`config.mk`:
```
export PLATFORM = sky130hd
export DESIGN_NAME = asr_regs
export DESIGN_NICKNAME = d
export VERILOG_FILES = /design/src/hw/asr_pkg.sv /design/src/hw/asr_regs.sv
export SDC_FILE = /design/constraint.sdc
export NUM_CORES = 1
export LEC_CHECK = 0
export BUFFER_PORTS_ARGS = -buffer_cell sky130_fd_sc_hd__buf_2
export CAP_MARGIN = 30
export CORE_AREA = 2 2 121 123
export DETAILED_ROUTE_END_ITERATION = 8
export DIE_AREA = 0 0 123 125
export PLACE_DENSITY_LB_ADDON = 0.15
export RECOVER_POWER = 100
export SETUP_SLACK_MARGIN = 0.15
export SYNTH_ARGS = -nofsm -noshare
export SYNTH_HDL_FRONTEND = slang
export SYNTH_SLANG_ARGS = --single-unit
```
`constraint.sdc`:
```
create_clock -name sys_clk_i -period 2.77 [get_ports sys_clk_i]
set_input_delay 0.1385 -clock sys_clk_i [delete_from_list [all_inputs] [get_ports sys_clk_i]]
set_output_delay 0.1385 -clock sys_clk_i [all_outputs]
set_load 0.005 [all_outputs]
```
`src/hw/asr_pkg.sv`:
```
package asr_pkg;

  // Register offsets of the bank.
  localparam logic [5:0] ADDR_ACCEL_X   = 6'h06;
  localparam logic [5:0] ADDR_ACCEL_Y   = 6'h07;
  localparam logic [5:0] ADDR_ACCEL_Z   = 6'h08;
  localparam logic [5:0] ADDR_STATUS    = 6'h09;
  localparam logic [5:0] ADDR_DETECT    = 6'h0a;
  localparam logic [5:0] ADDR_SLAVE     = 6'h0d;
  localparam logic [5:0] ADDR_USER      = 6'h0e;
  localparam logic [5:0] ADDR_SIGNATURE = 6'h0f;
  localparam logic [5:0] ADDR_TRIM_BASE = 6'h10;
  localparam logic [5:0] ADDR_TRIM_X_HI = 6'h11;
  localparam logic [5:0] ADDR_TRIM_Y_LO = 6'h12;
  localparam logic [5:0] ADDR_TRIM_Y_HI = 6'h13;
  localparam logic [5:0] ADDR_TRIM_Z_LO = 6'h14;
  localparam logic [5:0] ADDR_TRIM_LAST = 6'h15;
  localparam logic [5:0] ADDR_IRQ_CLEAR = 6'h17;

  // Status register fields.
  localparam int STAT_READY_BIT  = 0;
  localparam int STAT_OVR_BIT    = 1;
  localparam int STAT_PARITY_BIT = 2;

  // Detection source register fields.
  localparam int DET_IRQ1_BIT    = 0;
  localparam int DET_IRQ2_BIT    = 1;
  localparam int DET_PULSE_LSB   = 2;
  localparam int DET_LEVEL_LSB   = 5;

  // Interrupt latch clear fields.
  localparam int CLR_IRQ1_BIT    = 0;
  localparam int CLR_IRQ2_BIT    = 1;

  // Slave address register fields and reset values.
  localparam int         SLAVE_OFF_BIT    = 7;
  localparam logic [6:0] SLAVE_ADDR_RESET = 7'h1d;
  localparam logic       SLAVE_OFF_RESET  = 1'h0;

  // Offset trim layout.
  localparam int          TRIM_W        = 11;
  localparam int          TRIM_HIGH_W   = 3;
  localparam logic [10:0] TRIM_RESET    = 11'h000;
  localparam logic [7:0]  BYTE_ZERO     = 8'h00;
  localparam logic [7:0]  AXIS_MAX      = 8'h7f;
  localparam logic [7:0]  AXIS_MIN      = 8'h80;

  // Interrupt source selection codes.
  typedef enum logic [1:0] {
    ASR_SEL_LEVEL_PULSE = 2'b00,
    ASR_SEL_PULSE_LEVEL = 2'b01,
    ASR_SEL_SINGLE_ANY  = 2'b10,
    ASR_SEL_UNUSED      = 2'b11
  } asr_irq_sel_e;

  typedef struct packed {
    logic       wr;
    logic       rd;
    logic [5:0] addr;
    logic [7:0] wdata;
  } asr_bus_req_s;

  typedef struct packed {
    logic       valid;
    logic [7:0] x;
    logic [7:0] y;
    logic [7:0] z;
  } asr_sample_s;

  typedef struct packed {
    logic [2:0] level_hit;
    logic [2:0] pulse_hit;
    logic       double_pulse;
  } asr_detect_s;

endpackage

```
`src/hw/asr_regs.sv`:
```
`timescale 1ns/1ps
// Summary of operation
// - Axis bytes read signed, zero at rest.
// - Status bit 0 flags fresh sample.
// - Status bit 1 flags overwritten unread sample.
// - Status bit 2 trim parity; blocks self-test.
// - Detect bits 7..5 latch level hits.
// - Detect bits 4..2 latch single pulses.
// - Detect bits 0,1 follow source selection.
// - Address bits fixed 0x1d; bit 7 writable.
// - Bit 7 set disables only two-wire port.
// - User byte comes from one-time storage.
// - Signature byte loaded once, never writable.
// - Eleven-bit trims split low/high, reset zero.
// - Trim bit 0 weighs half count.
// - Trim removes zero offset from outputs.
// - Ready drives first pin when unmasked.
// - Clear bit drops flag and its hits.
module asr_regs (
  input  wire logic                  sys_clk_i,
  input  wire logic                  srst_i,
  input  wire logic                  ce_i,
  input  wire asr_pkg::asr_bus_req_s bus_req_i,
  input  wire asr_pkg::asr_sample_s  sample_i,
  input  wire asr_pkg::asr_detect_s  detect_i,
  input  wire logic [1:0]            irq_source_select_i,
  input  wire logic                  ready_pin_mask_i,
  input  wire logic                  trim_parity_err_i,
  input  wire logic                  otp_valid_i,
  input  wire logic [7:0]            otp_user_info_i,
  input  wire logic [7:0]            otp_signature_i,
  output logic [7:0]                 rd_data_o,
  output logic                       rd_valid_o,
  output logic                       irq_first_pin_o,
  output logic                       irq_second_pin_o,
  output logic                       two_wire_port_en_o,
  output logic                       four_wire_port_en_o,
  output logic                       self_test_allow_o
);

  // Trim value with one fractional bit, sign-extended to leave headroom.
  function automatic logic [7:0] trim_apply(input logic [7:0]  raw,
                                            input logic [10:0] trim);
    logic signed [12:0] sum;
    logic signed [11:0] whole;
    sum   = $signed({{4{raw[7]}}, raw, 1'b0}) + $signed({{2{trim[10]}}, trim});
    whole = sum[12:1];
    if (whole > $signed({4'h0, asr_pkg::AXIS_MAX})) begin
      trim_apply = asr_pkg::AXIS_MAX;
    end else if (whole < $signed({4'hf, asr_pkg::AXIS_MIN})) begin
      trim_apply = asr_pkg::AXIS_MIN;
    end else begin
      trim_apply = whole[7:0];
    end
  endfunction

  function automatic logic is_read(input asr_pkg::asr_bus_req_s req,
                                   input logic [5:0] addr);
    is_read = req.rd && (req.addr == addr);
  endfunction

  logic [7:0]  axis_q [3];
  logic [10:0] trim_q [3];
  logic        ready_q;
  logic        ovr_q;
  logic        parity_q;
  logic [2:0]  level_q;
  logic [2:0]  pulse_q;
  logic        irq1_q;
  logic        irq2_q;
  logic        port_off_q;
  logic [7:0]  user_q;
  logic [7:0]  signature_q;
  logic        otp_loaded_q;

  logic        axis_read;
  logic        clr1;
  logic        clr2;
  logic        level_any;
  logic        pulse_single;
  logic        pulse_any;
  logic        irq1_evt;
  logic        irq2_evt;
  logic        clr1_level;
  logic        clr1_pulse;
  logic        clr2_level;
  logic        clr2_pulse;
  logic [7:0]  det_byte;
  logic [7:0]  rd_data_d;
  asr_pkg::asr_irq_sel_e sel;

  assign sel          = asr_pkg::asr_irq_sel_e'(irq_source_select_i);
  assign axis_read    = is_read(bus_req_i, asr_pkg::ADDR_ACCEL_X) ||
                        is_read(bus_req_i, asr_pkg::ADDR_ACCEL_Y) ||
                        is_read(bus_req_i, asr_pkg::ADDR_ACCEL_Z);
  assign clr1 = bus_req_i.wr && (bus_req_i.addr == asr_pkg::ADDR_IRQ_CLEAR) &&
                bus_req_i.wdata[asr_pkg::CLR_IRQ1_BIT];
  assign clr2 = bus_req_i.wr && (bus_req_i.addr == asr_pkg::ADDR_IRQ_CLEAR) &&
                bus_req_i.wdata[asr_pkg::CLR_IRQ2_BIT];
  assign level_any    = |detect_i.level_hit;
  assign pulse_single = |detect_i.pulse_hit;
  assign pulse_any    = pulse_single || detect_i.double_pulse;

  // Event routing onto the two interrupt flags.
  always_comb begin
    irq1_evt   = 1'b0;
    irq2_evt   = 1'b0;
    clr1_level = 1'b0;
    clr1_pulse = 1'b0;
    clr2_level = 1'b0;
    clr2_pulse = 1'b0;
    case (sel)
      asr_pkg::ASR_SEL_LEVEL_PULSE: begin
        irq1_evt   = level_any;
        irq2_evt   = pulse_any;
        clr1_level = clr1;
        clr2_pulse = clr2;
      end
      asr_pkg::ASR_SEL_PULSE_LEVEL: begin
        irq1_evt   = pulse_any;
        irq2_evt   = level_any;
        clr1_pulse = clr1;
        clr2_level = clr2;
      end
      asr_pkg::ASR_SEL_SINGLE_ANY: begin
        irq1_evt   = pulse_single;
        irq2_evt   = pulse_any;
        clr1_pulse = clr1;
        clr2_pulse = clr2;
      end
      default: begin
        irq1_evt   = 1'b0;
        irq2_evt   = 1'b0;
      end
    endcase
  end

  // Corrected axis bytes; zero acceleration with zero trim reads as zero.
  genvar g;
  generate
    for (g = 0; g < 3; g++) begin : g_axis
      logic [7:0] raw;
      if (g == 0) begin : g_x
        assign raw = sample_i.x;
      end else if (g == 1) begin : g_y
        assign raw = sample_i.y;
      end else begin : g_z
        assign raw = sample_i.z;
      end
      always_ff @(posedge sys_clk_i) begin
        if (srst_i) begin
          axis_q[g] <= asr_pkg::BYTE_ZERO;
        end else if (ce_i && sample_i.valid) begin
          axis_q[g] <= trim_apply(raw, trim_q[g]);
        end
      end
      always_ff @(posedge sys_clk_i) begin
        if (srst_i) begin
          trim_q[g] <= asr_pkg::TRIM_RESET;
        end else if (ce_i && bus_req_i.wr) begin
          if (bus_req_i.addr == asr_pkg::ADDR_TRIM_BASE + 6'(2 * g)) begin
            trim_q[g][7:0] <= bus_req_i.wdata;
          end else if (bus_req_i.addr == asr_pkg::ADDR_TRIM_BASE + 6'(2 * g + 1)) begin
            trim_q[g][10:8] <= bus_req_i.wdata[2:0];
          end
        end
      end
    end
  endgenerate

  // A new sample always wins over a read that would clear the flags.
  always_ff @(posedge sys_clk_i) begin
    if (srst_i) begin
      ready_q <= 1'b0;
      ovr_q   <= 1'b0;
    end else if (ce_i) begin
      if (sample_i.valid) begin
        ready_q <= 1'b1;
        ovr_q   <= ovr_q || ready_q;
      end else if (axis_read) begin
        ready_q <= 1'b0;
        ovr_q   <= 1'b0;
      end
    end
  end

  // Parity fault is sticky until reset; self-test stays blocked meanwhile.
  always_ff @(posedge sys_clk_i) begin
    if (srst_i) begin
      parity_q <= 1'b0;
    end else if (ce_i && trim_parity_err_i) begin
      parity_q <= 1'b1;
    end
  end

  always_ff @(posedge sys_clk_i) begin
    if (srst_i) begin
      level_q <= 3'h0;
      pulse_q <= 3'h0;
    end else if (ce_i) begin
      level_q <= (clr1_level || clr2_level) ? detect_i.level_hit
                                            : (level_q | detect_i.level_hit);
      pulse_q <= (clr1_pulse || clr2_pulse) ? detect_i.pulse_hit
                                            : (pulse_q | detect_i.pulse_hit);
    end
  end

  always_ff @(posedge sys_clk_i) begin
    if (srst_i) begin
      irq1_q <= 1'b0;
      irq2_q <= 1'b0;
    end else if (ce_i) begin
      irq1_q <= irq1_evt || (irq1_q && !clr1);
      irq2_q <= irq2_evt || (irq2_q && !clr2);
    end
  end

  always_ff @(posedge sys_clk_i) begin
    if (srst_i) begin
      port_off_q <= asr_pkg::SLAVE_OFF_RESET;
    end else if (ce_i && bus_req_i.wr && (bus_req_i.addr == asr_pkg::ADDR_SLAVE)) begin
      port_off_q <= bus_req_i.wdata[asr_pkg::SLAVE_OFF_BIT];
    end
  end

  // One-time bytes are captured once after reset, so later OTP noise cannot alter them.
  always_ff @(posedge sys_clk_i) begin
    if (srst_i) begin
      user_q       <= asr_pkg::BYTE_ZERO;
      signature_q  <= asr_pkg::BYTE_ZERO;
      otp_loaded_q <= 1'b0;
    end else if (ce_i && otp_valid_i && !otp_loaded_q) begin
      user_q       <= otp_user_info_i;
      signature_q  <= otp_signature_i;
      otp_loaded_q <= 1'b1;
    end
  end

  assign det_byte = {level_q[0], level_q[1], level_q[2],
                     pulse_q[0], pulse_q[1], pulse_q[2], irq2_q, irq1_q};

  always_comb begin
    rd_data_d = asr_pkg::BYTE_ZERO;
    case (bus_req_i.addr)
      asr_pkg::ADDR_ACCEL_X:   rd_data_d = axis_q[0];
      asr_pkg::ADDR_ACCEL_Y:   rd_data_d = axis_q[1];
      asr_pkg::ADDR_ACCEL_Z:   rd_data_d = axis_q[2];
      asr_pkg::ADDR_STATUS:    rd_data_d = {5'h00, parity_q, ovr_q, ready_q};
      asr_pkg::ADDR_DETECT:    rd_data_d = det_byte;
      asr_pkg::ADDR_SLAVE:     rd_data_d = {port_off_q, asr_pkg::SLAVE_ADDR_RESET};
      asr_pkg::ADDR_USER:      rd_data_d = user_q;
      asr_pkg::ADDR_SIGNATURE: rd_data_d = signature_q;
      asr_pkg::ADDR_TRIM_BASE: rd_data_d = trim_q[0][7:0];
      asr_pkg::ADDR_TRIM_X_HI: rd_data_d = {5'h00, trim_q[0][10:8]};
      asr_pkg::ADDR_TRIM_Y_LO: rd_data_d = trim_q[1][7:0];
      asr_pkg::ADDR_TRIM_Y_HI: rd_data_d = {5'h00, trim_q[1][10:8]};
      asr_pkg::ADDR_TRIM_Z_LO: rd_data_d = trim_q[2][7:0];
      asr_pkg::ADDR_TRIM_LAST: rd_data_d = {5'h00, trim_q[2][10:8]};
      default:                 rd_data_d = asr_pkg::BYTE_ZERO;
    endcase
  end

  always_ff @(posedge sys_clk_i) begin
    if (srst_i) begin
      rd_data_o  <= asr_pkg::BYTE_ZERO;
      rd_valid_o <= 1'b0;
    end else if (ce_i) begin
      rd_valid_o <= bus_req_i.rd;
      if (bus_req_i.rd) begin
        rd_data_o <= rd_data_d;
      end
    end
  end

  // Pins are registered from the flags, so they trail the flags by one edge.
  always_ff @(posedge sys_clk_i) begin
    if (srst_i) begin
      irq_first_pin_o     <= 1'b0;
      irq_second_pin_o    <= 1'b0;
      two_wire_port_en_o  <= 1'b1;
      four_wire_port_en_o <= 1'b1;
      self_test_allow_o   <= 1'b1;
    end else if (ce_i) begin
      irq_first_pin_o     <= irq1_q || (ready_q && !ready_pin_mask_i);
      irq_second_pin_o    <= irq2_q;
      two_wire_port_en_o  <= !port_off_q;
      four_wire_port_en_o <= 1'b1;
      self_test_allow_o   <= !parity_q;
    end
  end
endmodule // asr_regs

```
==> impl_metrics.yaml <==
die:
  core_area_um2: 14200
  die-area_um2: 15400
  ioPinCount: 86
  row_count: 44
  die-height_um: 125
  dieWidth_um: 123
  initial_core_util_pct: 43.1
layout:
  layout-drive-gt1-share_pct: 20.7
  utilization_pct: 51.1
  syn2layout_area_growth_pct: 18.6
  antennaDiodeCount: 0
  finalNetCount: 843
global_route:
  antenna_found_initial: 0
  grt_overflow: 0
  grt_pass1_wl_um: 28400
  grt_pass1_vias: 5302
  grt_usage_pct: 24.3
  grt_max_degree: 41
worst_setup_path:
  critPathArrivalTime_ns: 2.83
  critPathMaxFanout: 7
  ff2ff_path_depth: 11
  ff2ff_setup_slack_ns: 0.12
  max_stage_delay_ns: 0.37
  path_cells: "ha_2, inv_2, fa_2, and2b_2, o2111ai_4, and4b_1, a311oi_2, buf_4, o211ai_1, buf_4, o211ai_1"
  cp.depth: 11
  critical_path_class: "reg2reg"
  cp.required_ns: 2.95
  start_kind: "flop"
  critPathBufInv: 3
  rr_endpoint: "axis_q[2][3]$_SDFFCE_PN0P_"
  worstReg2RegStart: "trim_q[2][1]$_SDFFCE_PN0P_"
  endpoint_kind: "flop"
  slowest_stage: "edfxtp_1"
  crit_family: "compound AO/OA/AOI/OAI gates"
placed_design:
  preCtsSetupSlack_ns: -0.00304
  globalplace.congestion: 0.909
  hpwl_um: 13900
  io_buffers: 84
timing:
  slew_viol_final: 0
  fin_crit_ns: 2.65
  hold_viol_final: 0
  finalClockSkew_ns: 0.00885
  max_freq_mhz: 378
  rsz0062_at_grt: "yes"
  fin_crit_sh_pct: 95.6
  worst_pin_slew_ns: 1.45
  finalSetupTns_ns: 0
  layout_setup_ws_ns: 0.122
  slew-limit-headroom_pct: 3.06
  setup_viol_count_final: 0
clock_tree:
  postCtsHoldBufs: 0
  cts_tree: "yes"
  clkLatencyLatePin_ns: 0.36
  clock-sinks: 99
  cts_buffers: 9
  clockRootBuffer: "clkbuf_16"
  cts_max_level: 3
  clk_pin_slew_ns: 0.07
  clk_path_buf_depth: 2
drt:
  drt-vias-per-instance: 5.93
  drt_iter0_drc: 441
  num_vias: 5469
  avgRoutedWirePerCell_um: 19.8
  ant_nets: 0
  drc: 0
  drt_pass1_iterations: 5
  routed_wl_um: 18300
min_path:
  worstHoldEndpoint: "signature_q[2]$_SDFFE_PP0P_"
  hold_start: "otp_signature_i[2]"
  holdCritPathClass: "in2reg"
  hold_depth: 3
power_and_ir_drop:
  power_density_nw_per_um2: 527
  p_leak_nw: 2.87
  vdd_drop_max_mv: 0.389
yosys:
  synth-edff-count: 57
  yosysWarningCount: 0
  synth_flop_cell: "edfxtp_1"
  synth_area_leaders: "edfxtp_1, dfxtp_1, ha_1"
  synth_top_area_share_pct: 27.9
  netlist_instances: 641
  synth_cell_types: 70
  ys_top_cells_by_count: "nand2_1, edfxtp_1, dfxtp_1, nor2_1, a21oi_1"
  syn_area_um2: 6120
  synth_area_per_cell_um2: 9.55
  yosysSeqAreaShare_pct: 41.7
  yosysMostFrequentCell: "nand2_1"
  syn-num-nets: 750
  ys_ff_latch: 99
  synth.largest_area_cell: "edfxtp_1"
  ys_async_sr_fraction_pct: 0
outcome:
  outcome: "finished clean"
job:
  cap_violations: 0
==> through the flow <==
step	instances	hold slack [ns]	power, W	area (µm²)
4_1_cts	913	0.0128	0.00380	7140
3_3_place_gp	895	0.380	0.00239	6750
3_5_place_dp	895	0.390	0.00241	6750
6_report	923	0.0206	0.00383	7260
2_1_floorplan	641	0.274	0.00217	6120
5_1_grt	923	0.0230	0.00398	7260
==> where the power goes <==
part | total (W) | internal [W] | switching, W
sequential | 0.00173 | 0.00165 | 0.0000730
clock | 0.00138 | 0.000792 | 0.000584
combinational | 0.000725 | 0.000294 | 0.000431
==> cell usage in the layout (no fill, tap or decap), types with 4 or more instances in the layout <==
| master | n |
|---|---|
| a31oi_1 | 6 |
| and2_1 | 9 |
| a211o_1 | 7 |
| o311ai_2 | 6 |
| a21o_1 | 11 |
| nand2b_1 | 8 |
| o211ai_1 | 15 |
| edfxtp_1 | 57 |
| ha_1 | 32 |
| nand4_1 | 4 |
| o311ai_1 | 5 |
| inv_1 | 16 |
| and2_0 | 24 |
| a22oi_1 | 32 |
| dfxtp_1 | 42 |
| buf_2 | 76 |
| a211oi_1 | 8 |
| o21ai_0 | 39 |
| nor3_1 | 11 |
| clkbuf_1 | 10 |
| mux2i_1 | 10 |
| a21oi_1 | 39 |
| xor2_1 | 9 |
| nand3_1 | 18 |
| nor2_1 | 41 |
| buf_4 | 18 |
| nand2_1 | 83 |
| clkbuf_16 | 10 |
==> sequential cells by signal, indices dropped and copies added, names as in the netlist, 3 cells and up <==
register	count
axis_q	24
user_q	8
pulse_q	3
trim_q	33
signature_q	8
level_q	3
rd_data_o	8
==> timing repair <==
action	in CTS	in global routing
endpoints found under the setup margin	15	21
gates cloned	0	0
pin swaps	6	22
resized for setup	15	27
buffers inserted	2	10
==> layer usage <==
metal  global-route usage, %  vias up  wire length (µm)
li1                        -     2633                 -
met1                    33.1     2623              8070
met2                    37.6      175              8440
met3                    5.75       38              1120
met4                    8.82        0               682
met5                       0        -                 0
==> kinds of logic (layout without fill, tap and decap cells) <==
| logic type | after synthesis | after routing | share of synthesized area [%] |
|---|---|---|---|
| adders and majority gates | 37 | 37 | 7.93 |
| and+or+nand+nor | 224 | 224 | 19.2 |
| other | 1 | 1 | 0.0612 |
| DFF | 99 | 99 | 41.7 |
| muxes | 13 | 13 | 2.35 |
| AOI/OAI and AO/OA | 213 | 213 | 24.3 |
| xor gates and xnor gates | 12 | 12 | 1.72 |
| buffers and inverters | 42 | 140 | 2.80 |
==> worst max path at each step <==
stage	slack (ns)	from	to
final	0.12	trim_q[2][1]$_SDFFCE_PN0P_	axis_q[2][3]$_SDFFCE_PN0P_
after global routing	0.005	trim_q[2][1]$_SDFFCE_PN0P_	axis_q[2][3]$_SDFFCE_PN0P_
after CTS	0.16	trim_q[0][1]$_SDFFCE_PN0P_	axis_q[0][2]$_SDFFCE_PN0P_
after detailed placement	-0.003	trim_q[0][1]$_SDFFCE_PN0P_	axis_q[0][6]$_SDFFCE_PN0P_
after global placement	0.15	trim_q[0][1]$_SDFFCE_PN0P_	axis_q[0][2]$_SDFFCE_PN0P_
after floorplan	0.31	trim_q[2][1]$_SDFFCE_PN0P_	axis_q[2][6]$_SDFFCE_PN0P_
==> worst register-to-register path, stage by stage (launching register included) <==
cell       delay, ns
edfxtp_1        0.37
ha_2            0.21
inv_2           0.05
fa_2            0.35
and2b_2         0.27
o2111ai_4       0.14
and4b_1         0.21
a311oi_2        0.35
buf_4           0.17
o211ai_1        0.08
buf_4           0.18
o211ai_1        0.10
==> area by class of cell <==
class | count | area [µm²]
Timing Repair Buffer | 106 | 564
Multi-Input combinational cell | 500 | 3520
Inverter | 18 | 67.6
Sequential cell | 99 | 2550
Fill cell | 1358 | 6940
Clock inverter | 5 | 65.1
Clock buffer | 11 | 264
Tap cell | 184 | 230
No activity file was read; power rests on OpenSTA's default activity.
